## config.mk

```make
export PLATFORM = sky130hd
export DESIGN_NAME = rtc_alarm_time
export DESIGN_NICKNAME = d
export VERILOG_FILES = /design/src/common/rtc_alarm_pkg.sv /design/src/hw/rtc_alarm_time.sv
export VERILOG_INCLUDE_DIRS = /design/src /design/src/common
export SDC_FILE = /design/constraint.sdc
export NUM_CORES = 1
export LEC_CHECK = 0
export BUFFER_PORTS_ARGS = -buffer_cell sky130_fd_sc_hd__buf_4
export CAP_MARGIN = 20
export CORE_UTILIZATION = 42
export CTS_CLUSTER_SIZE = 25
export DETAILED_ROUTE_END_ITERATION = 8
export PLACE_DENSITY = 0.83
export SETUP_SLACK_MARGIN = 0.5
export SYNTH_ARGS = -nofsm -noshare
export SYNTH_HDL_FRONTEND = slang
export SYNTH_SLANG_ARGS = --single-unit
```

## constraint.sdc

```tcl
create_clock -name clk_sys -period 1.9 [get_ports clk_sys]
set_input_delay 0.57 -clock clk_sys [delete_from_list [all_inputs] [get_ports clk_sys]]
set_output_delay 0.57 -clock clk_sys [all_outputs]
set_load 0.02 [all_outputs]
```

## src/common/rtc_alarm_map.svh

```systemverilog
// register offsets, field positions and the alarm time reset value of the alarm block
// assumes a 32-bit APB slave with word-aligned registers
`ifndef RTC_ALARM_MAP_SVH
`define RTC_ALARM_MAP_SVH

`define ALM_OFF_TIME 12'h000
`define ALM_OFF_CLOCK 12'h004
`define ALM_OFF_STATUS 12'h008
`define ALM_OFF_MASK 12'h00C
`define ALM_HOUR_TENS_LSB 28
`define ALM_HOUR_UNITS_LSB 24
`define ALM_MINUTE_TENS_LSB 20
`define ALM_MINUTE_UNITS_LSB 16
`define ALM_SECOND_TENS_LSB 12
`define ALM_SECOND_UNITS_LSB 8
`define ALM_TIME_RESET 24'h000000
`define ALM_STAT_MATCH 0

`endif

```

## src/common/rtc_alarm_pkg.sv

```systemverilog
// types of the alarm time block
// assumes the map header for offsets
package rtc_alarm_pkg;
    typedef struct packed {
        logic [3:0] hourTens;
        logic [3:0] hourUnits;
        logic [3:0] minuteTens;
        logic [3:0] minuteUnits;
        logic [3:0] secondTens;
        logic [3:0] secondUnits;
    } bcd_time_t;

    typedef struct packed {
        logic [11:0] paddr;
        logic psel;
        logic penable;
        logic pwrite;
        logic [31:0] pwdata;
    } apb_req_t;
endpackage

```

## src/hw/rtc_alarm_time.sv

```systemverilog
// alarm time value register with bcd compare and interrupt
// assumes one clock, synchronous reset, running time from same clock
`timescale 1ns/1ps
`include "rtc_alarm_map.svh"

// Functional notes
// - hour tens digit in bits 31:28
// - hour units digit in bits 27:24
// - minute tens digit in bits 23:20
// - minute units digit in bits 19:16
// - second tens digit in bits 15:12
// - second units digit in bits 11:8
// - low byte unimplemented, reads zero
module rtc_alarm_time (
    // clock and reset
    input wire logic clk_sys,
    input wire logic sys_rst,
    // apb slave
    input wire logic [11:0] paddr,
    input wire logic psel,
    input wire logic penable,
    input wire logic pwrite,
    input wire logic [31:0] pwdata,
    output logic [31:0] prdata,
    output logic pready,
    output logic pslverr,
    // running clock time
    input wire rtc_alarm_pkg::bcd_time_t clockTime,
    // alarm outputs
    output logic alarmEvent,
    output logic irq
);
    // ------------------------------------------------------------
    // register state
    // ------------------------------------------------------------
    rtc_alarm_pkg::bcd_time_t alarmTime;
    rtc_alarm_pkg::bcd_time_t next_alarmTime;
    logic statusMatch;
    logic next_statusMatch;
    logic maskMatch;
    logic next_maskMatch;
    logic matchPrev;
    logic next_matchPrev;
    logic [31:0] next_prdata;
    logic next_pready;
    logic next_pslverr;
    logic next_alarmEvent;
    logic next_irq;
    logic access;
    logic wrEn;
    logic match;
    logic matchRise;
    logic mapped;
    logic [5:0] digitEq;

    assign access = psel && penable && pready;
    assign wrEn = access && pwrite;

    // ------------------------------------------------------------
    // compare
    // ------------------------------------------------------------
    rtc_alarm_digit_eq #(
        .WIDTH(4)
    ) hourTensEq_u (
        .stored(alarmTime.hourTens),
        .running(clockTime.hourTens),
        .equal(digitEq[5])
    );

    rtc_alarm_digit_eq #(
        .WIDTH(4)
    ) hourUnitsEq_u (
        .stored(alarmTime.hourUnits),
        .running(clockTime.hourUnits),
        .equal(digitEq[4])
    );

    rtc_alarm_digit_eq #(
        .WIDTH(4)
    ) minuteTensEq_u (
        .stored(alarmTime.minuteTens),
        .running(clockTime.minuteTens),
        .equal(digitEq[3])
    );

    rtc_alarm_digit_eq #(
        .WIDTH(4)
    ) minuteUnitsEq_u (
        .stored(alarmTime.minuteUnits),
        .running(clockTime.minuteUnits),
        .equal(digitEq[2])
    );

    rtc_alarm_digit_eq #(
        .WIDTH(4)
    ) secondTensEq_u (
        .stored(alarmTime.secondTens),
        .running(clockTime.secondTens),
        .equal(digitEq[1])
    );

    rtc_alarm_digit_eq #(
        .WIDTH(4)
    ) secondUnitsEq_u (
        .stored(alarmTime.secondUnits),
        .running(clockTime.secondUnits),
        .equal(digitEq[0])
    );

    // all six digits must agree
    assign match = &digitEq;
    assign matchRise = match && !matchPrev;

    always_comb begin
        next_alarmTime = alarmTime;
        next_maskMatch = maskMatch;
        next_statusMatch = statusMatch;
        next_matchPrev = match;
        if (wrEn && paddr == `ALM_OFF_TIME) begin
            next_alarmTime.hourTens = pwdata[`ALM_HOUR_TENS_LSB +: 4];
            next_alarmTime.hourUnits = pwdata[`ALM_HOUR_UNITS_LSB +: 4];
            next_alarmTime.minuteTens = pwdata[`ALM_MINUTE_TENS_LSB +: 4];
            next_alarmTime.minuteUnits = pwdata[`ALM_MINUTE_UNITS_LSB +: 4];
            next_alarmTime.secondTens = pwdata[`ALM_SECOND_TENS_LSB +: 4];
            next_alarmTime.secondUnits = pwdata[`ALM_SECOND_UNITS_LSB +: 4];
        end
        if (wrEn && paddr == `ALM_OFF_MASK) begin
            next_maskMatch = pwdata[`ALM_STAT_MATCH];
        end
        if (wrEn && paddr == `ALM_OFF_STATUS && pwdata[`ALM_STAT_MATCH]) begin
            next_statusMatch = 1'b0;
        end
        // set wins over clear
        if (matchRise) begin
            next_statusMatch = 1'b1;
        end
    end

    always_comb begin
        mapped = (paddr == `ALM_OFF_TIME) || (paddr == `ALM_OFF_CLOCK) ||
            (paddr == `ALM_OFF_STATUS) || (paddr == `ALM_OFF_MASK);
        next_pready = psel && !penable;
        next_pslverr = psel && !penable && !mapped;
        next_prdata = 32'h00000000;
        if (psel && !penable && !pwrite) begin
            case (paddr)
                `ALM_OFF_TIME: next_prdata = {alarmTime, 8'h00};
                `ALM_OFF_CLOCK: next_prdata = {clockTime, 8'h00};
                `ALM_OFF_STATUS: next_prdata = {31'h00000000, statusMatch};
                `ALM_OFF_MASK: next_prdata = {31'h00000000, maskMatch};
                default: next_prdata = 32'h00000000;
            endcase
        end
        next_alarmEvent = matchRise;
        next_irq = next_statusMatch && next_maskMatch;
    end

    always_ff @(posedge clk_sys) begin
        if (sys_rst) begin
            alarmTime <= `ALM_TIME_RESET;
            statusMatch <= 1'b0;
            maskMatch <= 1'b0;
            matchPrev <= 1'b1;
            prdata <= 32'h00000000;
            pready <= 1'b0;
            pslverr <= 1'b0;
            alarmEvent <= 1'b0;
            irq <= 1'b0;
        end else begin
            alarmTime <= next_alarmTime;
            statusMatch <= next_statusMatch;
            maskMatch <= next_maskMatch;
            matchPrev <= next_matchPrev;
            prdata <= next_prdata;
            pready <= next_pready;
            pslverr <= next_pslverr;
            alarmEvent <= next_alarmEvent;
            irq <= next_irq;
        end
    end
endmodule

// ------------------------------------------------------------
// one bcd digit compare
// ------------------------------------------------------------
module rtc_alarm_digit_eq #(
    parameter int WIDTH = 4
) (
    // digits to compare
    input wire logic [WIDTH-1:0] stored,
    input wire logic [WIDTH-1:0] running,
    // result
    output logic equal
);
    always_comb begin
        equal = (stored == running);
    end
endmodule
```

Word-level counts from Yosys, hierarchy flattened

Index checks and enable logic that the tools add are counted.

Output and inout port bits: 36
Register bits: 63
Input bits: 73

Reductions and logical operators: 22
Bitwise logic cells: 1
Multiplexer cells: 4
Equality and inequality tests: 9

Operator list:

| cell                                            | count |
|---|---|
| one-hot mux 32 bit (4 select lines)             | 1 |
| == test 12 x 4 -> 1 bit (second input constant) | 2 |
| == test 4 bit                                   | 6 |
| == test 12 x 3 -> 1 bit (second input constant) | 1 |
| logical AND 1 bit                               | 12 |
| logical NOT 12 bit                              | 1 |
| AND reduction 6 bit                             | 1 |
| logical NOT 1 bit                               | 4 |
| logical OR 1 bit                                | 3 |
| 2-to-1 mux 1 bit                                | 3 |
| OR reduction 2 bit                              | 1 |
| NOT 1 bit                                       | 1 |

Depth between registers and ports, before layout

Gate-level depths: netlist of run 1.

Word-level depth: 8
Depth in mapped cells: 8
Mapped depth without buffers: 5

Hierarchy

A second synthesis of run 1 with hierarchy kept.

Cell total of the unflattened synthesis: 268
Area total of the unflattened synthesis: 2551.2 sq um

Modules (own cells, without submodules):

| module             | cells an instance | area each (sq um) | times used | sequential area each (sq um) |
|---|---|---|---|---|
| rtc_alarm_time     | 238               | 2265.9            | 1          | 1121.1 |
| rtc_alarm_digit_eq | 5                 | 47.5              | 6          | 0.0 |

Worst setup path before layout of run 1

OpenSTA, ideal clock, no wires.

Kind: input-to-reg
Start point: input paddr[1]
End point: register prdata[10]
Path slack: 0.040 ns
Stages: 6
Setup time: 0.063 ns
Path buffers: 2
Arrival: 1.797 ns
Cells stage by stage: nor4_2 nand3_2 or3b_1 buf_6 buf_12 nor2_2

Cells in the longest elaborated chain, start to end: 2
Elaborated cells on any way between the ends: 5

RTL lines:

| what                                                  | RTL line              | source |
|---|---|---|
| start: declaration                                    | rtc_alarm_time.sv:19  | `input wire logic [11:0] paddr,` |
| == test 12 x 4 -> 1 bit, or another cell as far along | rtc_alarm_time.sv:146 | `case (paddr)` |
| one-hot mux 32 bit (4 select lines) (*)               | rtc_alarm_time.sv:146 |  |
| end signal: assignment                                | rtc_alarm_time.sv:174 | `prdata <= next_prdata;` |
| end: declaration                                      | rtc_alarm_time.sv:24  | `output logic [31:0] prdata,` |

Every way passes the cells marked *; elsewhere a longest branch is shown, timed or not.
A chain may end at the register's enable or synchronous reset.

Final worst setup path of run 1

Start point: input paddr[1]
End point: register prdata[30]

Same word-level chain as after synthesis.

==> results of run 1 <==
## how the worst max path moves through the flow
stage,from,endpoint,slack (ns)
after floorplan,paddr[4],prdata[0],0.06
after global placement,paddr[4],irq,-0.05
after detailed placement,paddr[4],irq,-0.15
after CTS,paddr[1],statusMatch,0.33
after global routing,paddr[1],prdata[30],0.22
final,paddr[1],prdata[30],0.26
## flip-flops by register name (all words and copies together), names as in the netlist
signal       cells
irq              1
pslverr          1
pready           1
alarmEvent       1
maskMatch        1
prdata          25
matchPrev        1
statusMatch      1
alarmTime       24
## synth_stat cells, drive strengths merged
library cell | instances | area share, %
and4 | 2 | 0.73
a22oi | 24 | 7.5
conb | 1 | 0.16
buf | 16 | 6.2
nor3b | 1 | 0.31
and2 | 2 | 0.58
mux2i | 2 | 0.84
nand2b | 1 | 0.26
nand2 | 51 | 8.0
o41a | 1 | 0.47
xnor2 | 24 | 8.8
inv | 2 | 0.31
nor2 | 29 | 6.7
nor4b | 1 | 0.63
nor3 | 5 | 1.5
a21oi | 25 | 5.2
nand4 | 6 | 1.6
clkbuf | 7 | 1.1
nand3 | 1 | 0.42
nor4 | 3 | 1.3
dfxtp | 56 | 47
or3b | 1 | 0.37
## cells in the final DEF (no fill, tap or decap), drive strengths merged
master  instances
buf           103
dfxtp          56
nand2          51
nor2           29
a21oi          25
a22oi          24
xnor2          24
conb            7
nand4           6
clkbuf          6
nor3            5
nor4            3
inv             3
and2            3
and4            2
mux2i           2
clkinv          2
nand3           1
nor3b           1
or3b            1
nor4b           1
o41a            1
nand2b          1
## power by group through the flow
stage               clock [mW]  sequential, mW  combinational, mW
floorplan                    0            1.21             0.0661
global placement             0            1.20              0.188
detailed placement           0            1.20              0.191
CTS                      0.668            1.18              0.195
global route             0.720            1.17              0.212
finish                   0.643            1.17              0.199
## layer usage
metal	part of all wire [%]	wire, um
met1	42	2670
met2	50	3220
met3	4.8	305
met4	3.4	218
met5	0	0
## final cells by class
| cell class | count | area share [%] |
|---|---|---|
| Tap cell | 72 | 2.66 |
| Clock inverter | 3 | 0.666 |
| Clock buffer | 5 | 2.03 |
| Inverter | 2 | 0.222 |
| Timing Repair Buffer | 104 | 25.4 |
| Sequential cell | 56 | 33.5 |
| Multi-Input combinational cell | 187 | 35.5 |
## cell families (layout without fill, tap and decap cells)
logic type / after synthesis / count (layout) / synth area share, %
AOI/OAI and AO/OA: 50 / 50 / 13.3
xor gates and xnor gates: 24 / 24 / 8.80
buffers and inverters: 25 / 114 / 7.65
DFF: 56 / 56 / 46.9
muxes: 2 / 2 / 0.838
other: 1 / 7 / 0.157
and+or+nand+nor: 103 / 104 / 22.4
## through the flow
step | total power [mW] | instance area [sq um] | setup TNS, ns | hold slack (ns)
CTS | 2.04 | 3290 | 0 | 0.444
global placement | 1.39 | 3150 | -0.0843 | 0.411
detailed placement | 1.39 | 3150 | -0.766 | 0.428
global route | 2.11 | 3380 | 0 | 0.431
finish | 2.02 | 3380 | 0 | 0.448
floorplan | 1.27 | 2450 | 0 | 0.400
## repair_timing
action	4_1_cts	5_1_grt
setup endpoints to repair	52	54
gates cloned	1	2
setup buffers	1	0
endpoints found under the hold margin	0	0
pin swaps	8	4
gates resized for setup	11	16
==> results.ini, run 1 <==
[outcome]
status=completed

[critical_path]
worst-path-buf-inv=3
crit_path_cell_trace=buf_6 > nor4_4 > nand3_2 > buf_6 > nor3_4 > buf_12 > a22oi_1 > nor2_4
endpoint_kind=flop
rr_worst_depth=5
crit_cells=8
startpoint_type=input pin
critical-path-max-stage-delay_ns=0.30
cp_slowest_cell=nor4_4
cp_top_family=simple AND/OR/NAND/NOR gates
path_common_cell=buf_6
path_max_fanout=24
path_class=in2reg
required_ns=2.15
timing.rr.end=statusMatch
rr_startpoint=pready
r2r_setup_slack_ns=0.43
cp.arrival_ns=1.89

[sta]
worst_slack_ns=0.258
layout_worst_path_cycle_share_pct=86.4
rsz0062_at_grt=true
hold_viol=0
setup_viol=0
maxSlewViolCount=0
period_needed_ns=1.64
skew_ns=0.00942
max_clock_freq_ghz=0.609

[die]
core-area_sq_um=5510
start_util_pct=43.4
die-area_sq_um=5990
dieWidth_um=77.4
io_pins=109
chipHeight_um=77.4
rows=27

[detailed_routing]
antenna_left=0
vias=2155
dr.pass1.iters=5
wl_per_cell_um=15.0
initialDrtViolationCount=140
drc=0
wl_um=6410
via_per_inst=5.02

[cts]
path_clk_slew_ns=0.09
numCtsBuffers=5
clock_insertion_delay_worst_skew_ns=0.31
htreeDepth=2
cts_tree=built
holdBufCountCts=0
clock_path_buffers=2
cts_root_buf=clkbuf_8
clkSinkCount=56

[synthesis]
ys_warn_count=0
ys_types=29
ys_ff_latch=56
seq_area_frac_synth_pct=46.9
syn_area_per_cell_sq_um=9.15
synth_area_sq_um=2390
syn_inst=261

[global_routing]
grtUsageMet3_pct=3.76
grt_pass1_vias=2034
antenna_found_initial=0
grt_usage_pct=20.9
gr-usage-met1_pct=26.0
grt_start_max_net_pins=30
grt_remaining_overflow=0
met2_usage_pct=34.5
grt_pass1_wl_um=9560
busiest_layer=met2

[power]
internal-power_mw=1.55
p_sw_mw=0.462
p_seq_share_pct=58.2
power.density_nw_per_um2=596
combPwrFrac_pct=9.9
power.share.switching_pct=22.9
power.share.clock_pct=31.9
ir_drop_mv=0.272
p_leak_nw=1.26

[placed_design]
port_buffers=94
dp.cells=417
place_ws_ns=-0.154
place_hpwl_um=4450
gp_congestion=0.820

[final_layout]
nNetsFinal=429
regArea_sq_um=1130
fin_cells=429
area_delta_synth_final_pct=41.6
multi_input_area_sq_um=1200
fin_util_pct=61.4
fillCellCount=462
antenna_cells=0
drive_gt1_share_pct=44.0

[min_path]
holdPathEnd=alarmEvent
hp-class=reg2reg
hold_depth=1
min_from=matchPrev

[job]
cap_viol_max_count=0

Note: power is estimated with default switching activity, not from simulation.
==> run 2, diff against run 1 <==
==> constraint.sdc (replaced) <==
create_clock -name clk_sys -period 1.9 [get_ports clk_sys]
set_input_delay 0.19 -clock clk_sys [delete_from_list [all_inputs] [get_ports clk_sys]]
set_output_delay 0.19 -clock clk_sys [all_outputs]
set_load 0.02 [all_outputs]
==> run 2 against run 1 <==
Compared with the run above: sequential power hardly changed; final area is 3.4% lower; critical path depth is 2 lower; maximum frequency is 19% higher; clock power hardly changed; setup slack better by 0.26 ns.
==> results.ini, run 2 (synthesis results as in run 1) <==
[global_routing]
grt_remaining_overflow=0  ; unchanged
grt_start_max_net_pins=31  ; +3.3%
antenna_found_initial=0  ; unchanged
grt_usage_pct=19.8  ; -1.2 points
grt_pass1_vias=1948  ; -4.2%
grt_pass1_wl_um=9080  ; -5.1%

[critical_path]
cp.arrival_ns=1.63  ; -0.26 ns
endpoint_kind=flop
cp_slowest_cell=or3b_1
path_max_fanout=24  ; unchanged
path_class=in2reg
required_ns=2.15  ; about the same
critical-path-max-stage-delay_ns=0.46  ; +0.16 ns
crit_path_cell_trace=buf_4 > nor4_4 > nand3_4 > or3b_1 > buf_6 > nor2_1
startpoint_type=input pin

[cts]
clkSinkCount=56  ; unchanged
clock_insertion_delay_worst_skew_ns=0.31  ; about the same
htreeDepth=2  ; unchanged
post-cts-setup-buffers=0  ; -1
numCtsBuffers=5  ; unchanged
clock_path_buffers=2  ; unchanged
cts_tree=built
cts_root_buf=clkbuf_8
path_clk_slew_ns=0.09  ; about the same
holdBufCountCts=0  ; unchanged

[job]
cap_viol_max_count=0  ; unchanged

[final_layout]
fin_cells=424  ; -1.2%
antenna_cells=0  ; unchanged
final_common_cell=buf_4
fillCellCount=475  ; +2.8%
nNetsFinal=424  ; -1.2%
fin_area_sq_um=3270  ; -3.4%
largest_register=prdata
mostFrequentLayoutCells=buf_4 (98), nand2_1 (51), dfxtp_1 (45)
drive_gt1_share_pct=43.8  ; -0.23 points
fin_util_pct=59.4  ; -2.1 points
top_regs=prdata x25, alarmTime x24
largest_reg_flops=25  ; unchanged
area_delta_synth_final_pct=36.9

[sta]
period_needed_ns=1.38  ; -0.260 ns
hold_slack_ns=0.0520  ; -0.396 ns
hold_viol=0  ; unchanged
skew_ns=0.00349  ; -0.00593 ns
maxSlewViolCount=0  ; unchanged
timing.setup.tns_ns=0  ; unchanged
setup_viol=0  ; unchanged
rsz0062_at_grt=true
layout_worst_path_cycle_share_pct=72.7  ; -14 points
worst_slack_ns=0.518  ; +0.260 ns
max_clock_freq_ghz=0.724  ; +19%

[detailed_routing]
wl_per_cell_um=14.0  ; -6.5%
dr.pass1.iters=4  ; -1
antenna_left=0  ; unchanged
vias=2102  ; -2.5%
initialDrtViolationCount=204  ; +46%
via_per_inst=4.96  ; -1.3%
wl_um=5930  ; -7.6%
drc=0  ; unchanged

[die]
die-area_sq_um=5990  ; unchanged
dieWidth_um=77.4  ; unchanged
core-area_sq_um=5510  ; unchanged
chipHeight_um=77.4  ; unchanged
rows=27  ; unchanged
io_pins=109  ; unchanged
start_util_pct=43.4  ; unchanged

[power]
p_leak_nw=1.21  ; -4.3%
ir_drop_mv=0.370  ; +36%
power.total_mw=2.02  ; +0.11%
power.density_nw_per_um2=617  ; +3.6%

[placed_design]
gp_congestion=0.844  ; +2.9%
place_area_sq_um=3110  ; -1.2%
place_ws_ns=0.176  ; +0.330 ns
port_buffers=94  ; unchanged
dp.cells=416  ; -0.24%
place_hpwl_um=4440  ; -0.21%

[min_path]
hp-class=in2reg

[outcome]
status=completed

==> run 2: cell count changes in the layout (fill, tap and decap cells not counted), moves of 2 or more <==
cell	previous run	this run
dfxtp_2	4	11
buf_6	6	1
dfxtp_1	50	45
buf_4	94	98
and2_4	2	0
buf_12	3	1
dfxtp_4	2	0
nor2_2	18	20
nor2_4	2	0
==> run 2: per-layer routing <==
| layer | wire (um) | global-route usage [%] | share of wire [%] | vias up |
|---|---|---|---|---|
| li1 | - | - | - | 1044 |
| met1 | 2490 | 24.7 | 42 | 982 |
| met2 | 3010 | 33.1 | 51 | 66 |
| met3 | 287 | 3.53 | 4.8 | 10 |
| met4 | 134 | 8.68 | 2.3 | 0 |
| met5 | 0 | 0 | 0 | - |
==> run 2: final timing paths <==
kind	startpoint	slack [ns]	cells past startpoint	to
setup reg to reg	pready	0.52	5	statusMatch
setup / recovery	paddr[4]	0.52	6	prdata[13]
hold reg to reg	matchPrev	0.44	1	alarmEvent
hold / removal	penable	0.05	2	pready
==> run 2: what timing repair did <==
item	in CTS	in global routing
pin swaps	2	4
endpoints found under the setup margin	3	30
gates resized for setup	11	11
==> run 2: worst max-delay path, delay by kind of cell <==
family	cells	cell delay, ns
buf+inv	2	0.33
simple gates	4	1.09
==> run 2: layout make-up <==
| type | instances | area [sq um] | area share (%) |
|---|---|---|---|
| Inverter | 2 | 7.51 | 0.230 |
| Timing Repair Buffer | 100 | 767 | 23.5 |
| Clock inverter | 3 | 22.5 | 0.689 |
| Clock buffer | 5 | 68.8 | 2.10 |
| Tap cell | 72 | 90.1 | 2.76 |
| Multi-Input combinational cell | 186 | 1180 | 36.1 |
| Sequential cell | 56 | 1130 | 34.7 |
==> run 2: report_power, final <==
group	internal, mW	total [mW]	switching, mW
sequential	1.18	1.18	0.00154
clock	0.264	0.644	0.380
combinational	0.114	0.197	0.0835
total	1.55	2.02	0.465
